[config.mk]
export PLATFORM = sky130hd
export DESIGN_NAME = odc_unit
export DESIGN_NICKNAME = d
export VERILOG_FILES = /design/src/hw/odc_pkg.sv /design/src/hw/odc_unit.sv
export SDC_FILE = /design/constraint.sdc
export NUM_CORES = 1
export LEC_CHECK = 0
export BUFFER_PORTS_ARGS = -buffer_cell sky130_fd_sc_hd__clkbuf_2
export CORE_MARGIN = 5
export CORE_UTILIZATION = 53
export CTS_CLUSTER_DIAMETER = 120
export DETAILED_ROUTE_END_ITERATION = 10
export GPL_TIMING_DRIVEN = 0
export PLACE_DENSITY = 0.77
export SLEW_MARGIN = 10
export SYNTH_ARGS = -nofsm -noshare
export SYNTH_HDL_FRONTEND = slang
export SYNTH_HIERARCHICAL = 1
export SYNTH_SLANG_ARGS = --single-unit
[constraint.sdc]
create_clock -name clk -period 2.65 [get_ports clk]
set_input_delay 0.53 -clock clk [delete_from_list [all_inputs] [get_ports clk]]
set_output_delay 0.53 -clock clk [all_outputs]
set_load 0.02 [all_outputs]
[src/hw/odc_pkg.sv]
// odc_pkg: constants, types and states shared by the debug command unit.
// assumes one 100 MHz system clock and a byte-wide command stream.
package odc_pkg;

  // command bytes
  localparam logic [7:0] CMD_RD_STATUS = 8'h02;
  localparam logic [7:0] CMD_WR_CTL    = 8'h04;
  localparam logic [7:0] CMD_RD_CTL    = 8'h05;
  localparam logic [7:0] CMD_WR_PM     = 8'h0a;
  localparam logic [7:0] CMD_RD_PM     = 8'h0b;
  localparam logic [7:0] CMD_WR_DM     = 8'h0c;
  localparam logic [7:0] CMD_RD_DM     = 8'h0d;
  localparam logic [7:0] CMD_PM_CRC    = 8'h0e;
  localparam logic [7:0] CMD_STEP      = 8'h10;
  localparam logic [7:0] CMD_STUFF     = 8'h11;
  localparam logic [7:0] CMD_EXEC      = 8'h12;
  localparam logic [7:0] CMD_RD_BAUD   = 8'h1b;

  // debugger_control field positions
  localparam int CTL_HALT_FOR_DEBUG = 7;
  localparam int CTL_BRK_ALLOW      = 6;
  localparam int CTL_ACK_SEND       = 5;
  localparam int CTL_SPIN           = 4;
  localparam int CTL_PC_MATCH       = 3;
  localparam int CTL_CNT_ZERO       = 2;
  localparam int CTL_SYS_RESET      = 0;
  localparam logic [7:0] CTL_RESET  = 8'h00;

  // debugger_status field positions
  localparam int STAT_IDLE = 7;
  localparam int STAT_HALT = 6;
  localparam int STAT_RP   = 5;

  // reply values
  localparam logic [7:0]  BLOCKED_BYTE = 8'hff;
  localparam logic [7:0]  ACK_CHAR     = 8'hff;
  localparam logic [15:0] BLOCKED_CRC  = 16'hffff;
  localparam logic [15:0] CRC_PRESET   = 16'hffff;
  localparam logic [15:0] CRC_POLY_REV = 16'h8408; // x16+x12+x5+1, lsb first
  localparam logic [15:0] CNT_RESET    = 16'hffff;
  localparam int          HDR_BYTES    = 4;

  // memory request bundle
  typedef struct packed {
    logic        rd;
    logic        wr;
    logic [15:0] addr;
    logic [7:0]  wdata;
  } odc_mem_req_s;

  typedef enum {
    S_IDLE, S_HDR, S_WDATA, S_RD_ISSUE, S_RD_WAIT, S_RD_PUSH,
    S_CRC_RD, S_CRC_ACC, S_SEND, S_CTL, S_STUFF, S_EXEC
  } odc_state_e;

endpackage

[src/hw/odc_unit.sv]
// odc_unit: debug command unit (memory access, crc, stepping, control and
// status) plus its reply fifo. assumes a serial layer on the same clock that
// delivers host bytes as one-cycle strobes and drains reply bytes.
`timescale 1ns/1ps

// reply fifo with valid/ready on both sides
module odc_fifo #(
  parameter int WIDTH = 8,
  parameter int DEPTH = 8
) (
  input  wire logic             clk,       // system clock
  input  wire logic             resetn,    // sync reset, low
  input  wire logic             in_valid,  // write strobe
  output logic                  in_ready,  // space left
  input  wire logic [WIDTH-1:0] in_data,   // write data
  output logic                  out_valid, // data present
  input  wire logic             out_ready, // drain strobe
  output logic      [WIDTH-1:0] out_data   // head of queue
);
  localparam int AW = $clog2(DEPTH);
  logic [WIDTH-1:0] mem_ff [DEPTH];
  logic [AW-1:0]    wr_ptr_ff;
  logic [AW-1:0]    rd_ptr_ff;
  logic [AW:0]      cnt_ff;
  logic             push;
  logic             pop;

  assign in_ready  = (cnt_ff != (AW+1)'(DEPTH));
  assign out_valid = (cnt_ff != '0);
  assign out_data  = mem_ff[rd_ptr_ff];
  assign push      = in_valid & in_ready;
  assign pop       = out_valid & out_ready;

  // storage
  always_ff @(posedge clk) begin
    if (push) begin
      mem_ff[wr_ptr_ff] <= in_data;
    end
  end

  // pointers and fill level
  always_ff @(posedge clk) begin
    if (!resetn) begin
      wr_ptr_ff <= '0;
      rd_ptr_ff <= '0;
      cnt_ff    <= '0;
    end else begin
      if (push) begin
        wr_ptr_ff <= (wr_ptr_ff == AW'(DEPTH-1)) ? '0 : wr_ptr_ff + 1'b1;
      end
      if (pop) begin
        rd_ptr_ff <= (rd_ptr_ff == AW'(DEPTH-1)) ? '0 : rd_ptr_ff + 1'b1;
      end
      cnt_ff <= cnt_ff + (AW+1)'(push) - (AW+1)'(pop);
    end
  end
endmodule

module odc_unit
  import odc_pkg::*;
#(
  parameter int PM_BYTES   = 65536, // program memory size covered by the crc
  parameter int FIFO_DEPTH = 8      // reply fifo depth
) (
  input  wire logic         clk,             // system clock
  input  wire logic         resetn,          // sync reset, low
  input  wire logic         rx_valid,        // host byte strobe
  input  wire logic [7:0]   rx_data,         // host byte
  output logic              tx_valid,        // reply byte present
  input  wire logic         tx_ready,        // serial layer takes byte
  output logic      [7:0]   tx_data,         // reply byte
  output odc_mem_req_s      pm_req,          // program memory request
  input  wire logic [7:0]   pm_rdata,        // read data, in the cycle of the request
  output odc_mem_req_s      dm_req,          // data memory request
  input  wire logic [7:0]   dm_rdata,        // read data, in the cycle of the request
  input  wire logic         flash_unlocked,  // flash controller unlocked
  input  wire logic         rp_option_n,     // read-protect option, 0 = on
  input  wire logic         halt_mode,       // cpu in halt mode
  input  wire logic         spin_cfg,        // loop-on-break setting
  input  wire logic         brk_decoded,     // cpu decoded break opcode
  input  wire logic [15:0]  pc,              // program counter
  input  wire logic [15:0]  baud_reload,     // measured baud reload
  input  wire logic [2:0]   instr_len,       // length of opcode on rx_data
  input  wire logic         sys_reset_done,  // device reset finished
  output logic              step_ff,         // step one instruction
  output logic              stuff_ff,        // stuff opcode strobe
  output logic              exec_valid_ff,   // executed byte strobe
  output logic      [7:0]   exec_byte_ff,    // opcode or instruction byte
  output logic              exec_last_ff,    // last byte of instruction
  output logic      [7:0]   ctl_ff,          // debugger_control
  output logic      [7:0]   stat_ff,         // debugger_status
  output logic      [15:0]  cnt_ff           // debug_down_counter
);

  // lsb-first crc over one byte
  function automatic logic [15:0] crc_byte(input logic [15:0] c,
                                           input logic [7:0] d);
    logic [15:0] r;
    r = c;
    for (int i = 0; i < 8; i++) begin
      r = (r[0] ^ d[i]) ? ((r >> 1) ^ CRC_POLY_REV) : (r >> 1);
    end
    return r;
  endfunction

  odc_state_e   state_ff;
  logic [7:0]   cmd_ff;
  logic [31:0]  hdr_ff;
  logic [2:0]   hdr_cnt_ff;
  logic [16:0]  left_ff;
  logic [16:0]  crc_addr_ff;
  logic [15:0]  crc_ff;
  logic [15:0]  reply_ff;
  logic [1:0]   reply_cnt_ff;
  logic [7:0]   byte_ff;
  logic [2:0]   exec_left_ff;
  logic         idle_seen_ff;
  logic         ack_pend_ff;
  logic         in_dbg;
  logic         rp_on;
  logic         running;
  logic         pc_hit;
  logic         zero_hit;
  logic         brk_take;
  logic         brk_event;
  logic         ctl_write;
  logic         fifo_ready;
  logic         push_valid;
  logic [7:0]   push_data;
  logic         fsm_push;
  logic         ack_push;

  assign in_dbg   = ctl_ff[CTL_HALT_FOR_DEBUG];
  assign rp_on    = ~rp_option_n;
  assign running  = ~in_dbg;

  // break sources while the cpu runs
  assign brk_take = running & brk_decoded & ctl_ff[CTL_BRK_ALLOW];
  assign pc_hit   = running & ctl_ff[CTL_PC_MATCH] & (pc == cnt_ff);
  assign zero_hit = running & ctl_ff[CTL_CNT_ZERO] & (cnt_ff == '0);
  assign brk_event = brk_take | pc_hit | zero_hit;
  assign ctl_write = (state_ff == S_CTL) & rx_valid;

  // reply push: command replies first, the ack byte waits for a gap
  always_comb begin
    fsm_push  = 1'b0;
    push_data = reply_ff[15:8];
    case (state_ff)
      S_SEND:    fsm_push = 1'b1;
      S_RD_PUSH: begin
        fsm_push  = 1'b1;
        push_data = byte_ff;
      end
      default:   fsm_push = 1'b0;
    endcase
    ack_push = ack_pend_ff & ~fsm_push;
    if (ack_push) begin
      push_data = ACK_CHAR;
    end
    push_valid = fsm_push | ack_push;
  end

  odc_fifo #(.WIDTH(8), .DEPTH(FIFO_DEPTH)) u_fifo (
    .clk       (clk),
    .resetn    (resetn),
    .in_valid  (push_valid),
    .in_ready  (fifo_ready),
    .in_data   (push_data),
    .out_valid (tx_valid),
    .out_ready (tx_ready),
    .out_data  (tx_data)
  );

  // command sequencer
  always_ff @(posedge clk) begin
    if (!resetn) begin
      state_ff     <= S_IDLE;
      cmd_ff       <= '0;
      hdr_ff       <= '0;
      hdr_cnt_ff   <= '0;
      left_ff      <= '0;
      crc_addr_ff  <= '0;
      crc_ff       <= CRC_PRESET;
      reply_ff     <= '0;
      reply_cnt_ff <= '0;
      byte_ff      <= '0;
      exec_left_ff <= '0;
    end else begin
      case (state_ff)
        S_IDLE: if (rx_valid) begin
          cmd_ff     <= rx_data;
          hdr_cnt_ff <= '0;
          case (rx_data)
            CMD_WR_PM, CMD_RD_PM, CMD_WR_DM, CMD_RD_DM: state_ff <= S_HDR;
            CMD_WR_CTL: state_ff <= S_CTL;
            CMD_STUFF:  state_ff <= S_STUFF;
            CMD_EXEC:   state_ff <= S_EXEC;
            CMD_RD_STATUS: begin
              reply_ff     <= {stat_ff, 8'h00};
              reply_cnt_ff <= 2'd1;
              state_ff     <= S_SEND;
            end
            CMD_RD_CTL: begin
              reply_ff     <= {ctl_ff, 8'h00};
              reply_cnt_ff <= 2'd1;
              state_ff     <= S_SEND;
            end
            CMD_RD_BAUD: begin
              reply_ff     <= baud_reload;
              reply_cnt_ff <= 2'd2;
              state_ff     <= S_SEND;
            end
            CMD_PM_CRC: begin
              crc_ff      <= CRC_PRESET;
              crc_addr_ff <= '0;
              if (in_dbg) begin
                state_ff <= S_CRC_RD;
              end else begin
                reply_ff     <= BLOCKED_CRC;
                reply_cnt_ff <= 2'd2;
                state_ff     <= S_SEND;
              end
            end
            default: state_ff <= S_IDLE;
          endcase
        end
        S_HDR: if (rx_valid) begin
          hdr_ff     <= {hdr_ff[23:0], rx_data};
          hdr_cnt_ff <= hdr_cnt_ff + 3'd1;
          if (hdr_cnt_ff == 3'(HDR_BYTES-1)) begin
            // size zero stands for 65536
            left_ff  <= {({hdr_ff[7:0], rx_data} == 16'h0000),
                         hdr_ff[7:0], rx_data};
            hdr_ff   <= {hdr_ff[23:8], 16'h0000};
            state_ff <= (cmd_ff == CMD_WR_PM || cmd_ff == CMD_WR_DM) ?
                        S_WDATA : S_RD_ISSUE;
          end
        end
        S_WDATA: if (rx_valid) begin
          hdr_ff[31:16] <= hdr_ff[31:16] + 16'd1;
          left_ff       <= left_ff - 17'd1;
          if (left_ff == 17'd1) begin
            state_ff <= S_IDLE;
          end
        end
        S_RD_ISSUE: if (fifo_ready) begin
          state_ff <= S_RD_WAIT;
        end
        S_RD_WAIT: begin
          if (cmd_ff == CMD_RD_PM) begin
            byte_ff <= (in_dbg & ~rp_on) ? pm_rdata : BLOCKED_BYTE;
          end else begin
            byte_ff <= in_dbg ? dm_rdata : BLOCKED_BYTE;
          end
          state_ff <= S_RD_PUSH;
        end
        S_RD_PUSH: if (fifo_ready) begin
          hdr_ff[31:16] <= hdr_ff[31:16] + 16'd1;
          left_ff       <= left_ff - 17'd1;
          state_ff      <= (left_ff == 17'd1) ? S_IDLE : S_RD_ISSUE;
        end
        S_CRC_RD: begin
          crc_addr_ff <= crc_addr_ff + 17'd1;
          state_ff    <= S_CRC_ACC;
        end
        S_CRC_ACC: begin
          crc_ff <= crc_byte(crc_ff, pm_rdata);
          if (crc_addr_ff == 17'(PM_BYTES)) begin
            reply_ff     <= ~crc_byte(crc_ff, pm_rdata);
            reply_cnt_ff <= 2'd2;
            state_ff     <= S_SEND;
          end else begin
            state_ff <= S_CRC_RD;
          end
        end
        S_SEND: if (fifo_ready) begin
          reply_ff     <= {reply_ff[7:0], 8'h00};
          reply_cnt_ff <= reply_cnt_ff - 2'd1;
          if (reply_cnt_ff == 2'd1) begin
            state_ff <= S_IDLE;
          end
        end
        S_CTL: if (rx_valid) begin
          state_ff <= S_IDLE;
        end
        S_STUFF: if (rx_valid) begin
          state_ff <= S_IDLE;
        end
        S_EXEC: if (rx_valid) begin
          if (exec_left_ff == 3'd0) begin
            exec_left_ff <= (instr_len <= 3'd1) ? 3'd0 :
                            instr_len - 3'd1;
            if (instr_len <= 3'd1) begin
              state_ff <= S_IDLE;
            end
          end else begin
            exec_left_ff <= exec_left_ff - 3'd1;
            if (exec_left_ff == 3'd1) begin
              state_ff <= S_IDLE;
            end
          end
        end
        default: state_ff <= S_IDLE;
      endcase
    end
  end

  // memory requests; writes are gated by debug mode and protection
  always_ff @(posedge clk) begin
    if (!resetn) begin
      pm_req <= '0;
      dm_req <= '0;
    end else begin
      pm_req.rd <= ((state_ff == S_RD_ISSUE) & fifo_ready &
                    (cmd_ff == CMD_RD_PM) & in_dbg & ~rp_on) |
                   (state_ff == S_CRC_RD);
      pm_req.wr <= (state_ff == S_WDATA) & rx_valid & (cmd_ff == CMD_WR_PM) &
                   in_dbg & ~rp_on & flash_unlocked;
      dm_req.rd <= (state_ff == S_RD_ISSUE) & fifo_ready &
                   (cmd_ff == CMD_RD_DM) & in_dbg;
      dm_req.wr <= (state_ff == S_WDATA) & rx_valid & (cmd_ff == CMD_WR_DM) &
                   in_dbg & ~rp_on;
      pm_req.addr  <= (state_ff == S_CRC_RD) ? crc_addr_ff[15:0] :
                      hdr_ff[31:16];
      dm_req.addr  <= hdr_ff[31:16];
      pm_req.wdata <= rx_data;
      dm_req.wdata <= rx_data;
    end
  end

  // instruction stepping, stuffing and execution strobes
  always_ff @(posedge clk) begin
    if (!resetn) begin
      step_ff       <= 1'b0;
      stuff_ff      <= 1'b0;
      exec_valid_ff <= 1'b0;
      exec_byte_ff  <= '0;
      exec_last_ff  <= 1'b0;
    end else begin
      step_ff  <= (state_ff == S_IDLE) & rx_valid & (rx_data == CMD_STEP) &
                  in_dbg & ~rp_on;
      stuff_ff <= (state_ff == S_STUFF) & rx_valid & in_dbg & ~rp_on;
      exec_valid_ff <= (state_ff == S_EXEC) & rx_valid & in_dbg & ~rp_on;
      exec_byte_ff  <= rx_data;
      exec_last_ff  <= (state_ff == S_EXEC) & rx_valid &
                       (exec_left_ff == 3'd0 ? instr_len <= 3'd1 :
                        exec_left_ff == 3'd1);
    end
  end

  // control register: software write, hardware set wins over clear
  always_ff @(posedge clk) begin
    if (!resetn) begin
      ctl_ff <= CTL_RESET;
    end else begin
      if (ctl_write) begin
        ctl_ff <= rx_data;
      end else if (sys_reset_done) begin
        ctl_ff[CTL_SYS_RESET] <= 1'b0;
      end
      if (ack_push & fifo_ready & ~ctl_write) begin
        ctl_ff[CTL_ACK_SEND] <= 1'b0;
      end
      if ((brk_take & ~spin_cfg) | pc_hit | zero_hit) begin
        ctl_ff[CTL_HALT_FOR_DEBUG] <= 1'b1;
      end
      ctl_ff[CTL_SPIN] <= spin_cfg;
    end
  end

  // ack request on a breakpoint while enabled
  always_ff @(posedge clk) begin
    if (!resetn) begin
      ack_pend_ff <= 1'b0;
    end else if (brk_event & ctl_ff[CTL_ACK_SEND] & ~ack_pend_ff) begin
      ack_pend_ff <= 1'b1;
    end else if (ack_push & fifo_ready) begin
      ack_pend_ff <= 1'b0;
    end
  end

  // down counter: holds in pc-match mode, reloads on debug exit unless the counter-zero break is enabled
  always_ff @(posedge clk) begin
    if (!resetn) begin
      cnt_ff <= CNT_RESET;
    end else if (ctl_write & in_dbg & ~rx_data[CTL_HALT_FOR_DEBUG] &
                 ~ctl_ff[CTL_CNT_ZERO]) begin
      cnt_ff <= CNT_RESET;
    end else if (running & ~ctl_ff[CTL_PC_MATCH] & (cnt_ff != '0)) begin
      cnt_ff <= cnt_ff - 16'd1;
    end
  end

  // status register; break since last control write is sticky
  always_ff @(posedge clk) begin
    if (!resetn) begin
      idle_seen_ff <= 1'b0;
      stat_ff      <= '0;
    end else begin
      if (brk_take) begin
        idle_seen_ff <= 1'b1;
      end else if (ctl_write) begin
        idle_seen_ff <= 1'b0;
      end
      stat_ff[STAT_IDLE] <= in_dbg | idle_seen_ff | brk_take;
      stat_ff[STAT_HALT] <= halt_mode;
      stat_ff[STAT_RP]   <= rp_on;
    end
  end
endmodule

==> flow_metrics.env <==
export IMPL_status="completed"
export IMPL_die_width_um=170
export IMPL_ys_types=91
export IMPL_coreArea_um2=25100
export IMPL_report_final_slew_viol_count=0
export IMPL_crit_slowest_cell="sky130_fd_sc_hd__mux4_2"
export IMPL_timing_setup_critical_path_class="flip-flop to output pin"
export IMPL_top_layer="met4"
export IMPL_netlist_area_um2=13500
export IMPL_synth_top_cell_by_area="sky130_fd_sc_hd__dfxtp_1"
export IMPL_wl_per_cell_um=20.0
export IMPL_ys_seq_area_frac=0.463
export IMPL_drt_met1_wl_mm=16.6
export IMPL_synth_async_sr_flop_share=0
export IMPL_cpPeakStageDelay_ns=0.51
export IMPL_drt_iter0_drc=1273
export IMPL_shortest_clock_period_the_worst_path_allows_after_layout_ns=2.61
export IMPL_dr_wl_met2_mm=18.6
export IMPL_rows=58
export IMPL_floorplan_io_pins=174
export IMPL_gp_routability_congestion=0.929
export IMPL_final_cells=1985
export IMPL_post_cts_hold_buffer_count=0
export IMPL_syn_instance_count=1424
export IMPL_overflow=0
export IMPL_max_clock_freq_mhz=383
export IMPL_total_power_draw_uw=10700
export IMPL_hold_viol_final=0
export IMPL_route_detailed_drc=0
export IMPL_setup_violations=0
export IMPL_drt_vias_per_instance=6.13
export IMPL_tightest_slew_ns=0.891
export IMPL_routed_via_count=12200
export IMPL_final_period_utilization=0.984
export IMPL_worst_ep_required_time_ns=2.12
export IMPL_detail_route_antenna_nets=0
export IMPL_synth_top_cells_by_area="sky130_fd_sc_hd__dfxtp_1 32%, sky130_fd_sc_hd__edfxtp_1 14%, sky130_fd_sc_hd__a21oi_1 4.5%"
export IMPL_timing_critical_path_cells="buf_6 > buf_12 > mux4_2 > mux2_4 > buf_4"
export IMPL_cellPowerDensity_nw_per_um2=670
export IMPL_routed_wirelength_mm=39.7
export IMPL_yosysWarnings=6
export IMPL_placement_cell_area_um2=14800
export IMPL_cts_path_max_buffers=3
export IMPL_diodes=0
export IMPL_synth_avg_cell_area_um2=9.48
export IMPL_drv_cap=0
export IMPL_met3WireLength_mm=3.58
export IMPL_finish_net_count=1728
export IMPL_vdd_drop_max_v=0.000451
export IMPL_synth_edf_count=64
export IMPL_track_usage=0.264
export IMPL_timing_hold_ws_ns=0.160
export IMPL_cts_sink_count=280
export IMPL_ys_seq_elements=280
export IMPL_clock_insertion_delay_worst_skew_ns=0.55
export IMPL_placed_cells=1926
export IMPL_via_count_of_the_first_global_routing_pass=11700
export IMPL_clock_skew_ns=0.0111
export IMPL_startpoint_type="flip-flop"
export IMPL_fp_dieH_um=170
export IMPL_reg2reg_slack_ns=0.08
export IMPL_port_buffers=167
export IMPL_maxSlewHeadroom=0.404
export IMPL_endpoint="tx_data[1]"
export IMPL_worstPathMaxFanout=6
export IMPL_htree_levels=1
export IMPL_fin_area_um2=15900
export IMPL_worstReg2RegStart="state_ff[1]$_SDFFE_PN0P_"
export IMPL_static_leakage_power_uw=0.00586
export IMPL_start_util=0.538
export IMPL_first_pass_grt_wire_length_mm=62.3
export IMPL_cts_tree="built"
export IMPL_drive_gt1_frac=0.214
export IMPL_cts_clk_slew_worst_paths_ns=0.06
export IMPL_area_growth_synth_to_final_pct=18.1
export IMPL_rsz0062_at_grt="yes"
export IMPL_dp_hpwl_mm=28.1
export IMPL_timing_rr_end="u_fifo/cnt_ff[1]$_SDFF_PN0_"
export IMPL_synth_largest_type_area_fraction=0.320
export IMPL_endpoint_kind="output pin"
export IMPL_root_buffer="sky130_fd_sc_hd__clkbuf_16"
export IMPL_detailedRoute_firstPassIterationCount=6
export IMPL_r2r_worst_path_depth=11
export IMPL_hp_class="primary input to flip-flop"
export IMPL_cts_buffers=28
export IMPL_antenna_found_initial=0
export IMPL_synth_ff_type="sky130_fd_sc_hd__dfxtp_1"
export IMPL_grt_start_max_net_pins=16
export IMPL_floorplan_die_area_um2=28800
export IMPL_final_core_utilization=0.635
export IMPL_worst_endpoint_arrival_ns=2.08
## cells by family after synthesis
family,Yosys count,synth area share
fa+ha+maj,26,0.0246
mux,33,0.0442
flops,280,0.463
xor+xnor,54,0.0371
simple gates,496,0.192
other cells,1,0.000278
compound gates,377,0.185
buf+inv,157,0.0538
## cell type report
type,count,area [um2]
Fill cell,2155,9160
Multi-Input combinational cell,991,6640
Sequential cell,280,6260
Timing Repair Buffer,179,991
Clock buffer,35,758
Buffer,114,598
Tap cell,330,413
Clock inverter,17,146
Inverter,39,146
## worst max-delay path: cells and delay by family, from the launching register on
kind / cells / cell delay, ns
flops: 1 / 0.33
mux: 2 / 0.78
buf+inv: 3 / 0.43
## metrics by stage
step / setup slack [ns] / TNS (ns)
6_report: 0.0423 / 0
5_1_grt: -0.0107 / -0.0398
4_1_cts: -0.0341 / -0.0841
3_5_place_dp: -0.440 / -12.10
3_3_place_gp: -0.638 / -20.63
2_1_floorplan: 0.0688 / 0
## flip-flops by register name, indices dropped and copies added, names as in the netlist, 2 cells and up, named ones only
name / count
hdr_ff: 32
exec_byte_ff: 8
cmd_ff: 8
stat_ff: 3
byte_ff: 8
cnt_ff: 16
crc_addr_ff: 17
u_fifo/cnt_ff: 4
dm_req: 18
u_fifo/mem_ff: 64
reply_cnt_ff: 2
u_fifo/rd_ptr_ff: 3
u_fifo/wr_ptr_ff: 3
pm_req: 18
reply_ff: 16
ctl_ff: 8
left_ff: 17
crc_ff: 16
state_ff: 4
exec_left_ff: 3
hdr_cnt_ff: 3
## cells in the final DEF, fill, tap and decap left out, types with 8 or more instances in the layout
| cell | instances |
|---|---|
| sky130_fd_sc_hd__buf_2 | 15 |
| sky130_fd_sc_hd__xor2_1 | 23 |
| sky130_fd_sc_hd__dfxtp_1 | 211 |
| sky130_fd_sc_hd__and2_1 | 40 |
| sky130_fd_sc_hd__a211oi_1 | 18 |
| sky130_fd_sc_hd__o21ai_0 | 55 |
| sky130_fd_sc_hd__o22ai_1 | 22 |
| sky130_fd_sc_hd__o21a_1 | 8 |
| sky130_fd_sc_hd__o31ai_1 | 9 |
| sky130_fd_sc_hd__nand3_1 | 48 |
| sky130_fd_sc_hd__nand3b_1 | 11 |
| sky130_fd_sc_hd__a311oi_1 | 10 |
| sky130_fd_sc_hd__inv_1 | 39 |
| sky130_fd_sc_hd__o211ai_1 | 15 |
| sky130_fd_sc_hd__buf_4 | 37 |
| sky130_fd_sc_hd__o2bb2ai_1 | 8 |
| sky130_fd_sc_hd__nand2_1 | 148 |
| sky130_fd_sc_hd__a22o_1 | 17 |
| sky130_fd_sc_hd__ha_1 | 23 |
| sky130_fd_sc_hd__o221a_2 | 8 |
| sky130_fd_sc_hd__a221oi_1 | 12 |
| sky130_fd_sc_hd__nand4_1 | 25 |
| sky130_fd_sc_hd__nor2_1 | 77 |
| sky130_fd_sc_hd__nand2b_1 | 9 |
| sky130_fd_sc_hd__xnor2_1 | 29 |
| sky130_fd_sc_hd__and3_1 | 13 |
| sky130_fd_sc_hd__nor2b_1 | 8 |
| sky130_fd_sc_hd__a21oi_1 | 120 |
| sky130_fd_sc_hd__a31oi_1 | 16 |
| sky130_fd_sc_hd__mux2i_1 | 9 |
| sky130_fd_sc_hd__clkbuf_16 | 29 |
| sky130_fd_sc_hd__mux4_2 | 16 |
| sky130_fd_sc_hd__clkbuf_2 | 162 |
| sky130_fd_sc_hd__edfxtp_1 | 64 |
| sky130_fd_sc_hd__buf_6 | 8 |
| sky130_fd_sc_hd__nor3_1 | 23 |
| sky130_fd_sc_hd__or3_1 | 18 |
| sky130_fd_sc_hd__clkbuf_1 | 66 |
| sky130_fd_sc_hd__nor4_1 | 14 |
## report_power, final
part	switching (uW)	leakage (uW)	internal [uW]
logic	1200	0.00311	879
clock network	1690	0.000422	2220
registers	158	0.00232	4530
total	3050	0.00586	7640
## per-layer routing
layer  GRT usage  up-vias
met5           0        -
met4      0.0634        0
met3      0.0412       84
met2       0.437      609
met1       0.366     5814
li1            -     5655
## cells in the mapped netlist (all sizes together) (15+ instances only)
master  instances
dfxtp         216
nand2         149
a21oi         121
nor2           77
clkbuf         69
edfxtp         64
o21ai          58
buf            49
nand3          49
and2           41
inv            39
nor3           29
xnor2          29
ha             25
nand4          25
xor2           23
o22ai          22
a211oi         18
or3            18
a22o           17
nor4           17
a31oi          16
mux4           16
o211ai         15
## what timing repair did
| action | CTS | global route |
|---|---|---|
| resized for setup | 29 | 54 |
| gates cloned | 1 | 0 |
| hold endpoints to repair | 0 | 0 |
| endpoints found under the setup margin | 84 | 92 |
| pin swaps | 1 | 3 |
| setup buffers | 4 | 6 |
## how the worst min path moves through the flow
stage / startpoint / to / slack [ns] / cells after the start
6_report: rp_option_n / stat_ff[5]$_SDFF_PN0_ / 0.16 / 2
3_5_place_dp: cmd_ff[6]$_SDFFE_PN0P_ / cmd_ff[6]$_SDFFE_PN0P_ / 0.45 / 2
2_1_floorplan: cmd_ff[3]$_SDFFE_PN0P_ / cmd_ff[3]$_SDFFE_PN0P_ / 0.43 / 2
3_3_place_gp: cmd_ff[5]$_SDFFE_PN0P_ / cmd_ff[5]$_SDFFE_PN0P_ / 0.44 / 2
5_1_grt: rp_option_n / stat_ff[5]$_SDFF_PN0_ / 0.16 / 2
4_1_cts: rp_option_n / stat_ff[5]$_SDFF_PN0_ / 0.15 / 2
No activity file was read; power rests on OpenSTA's default activity.
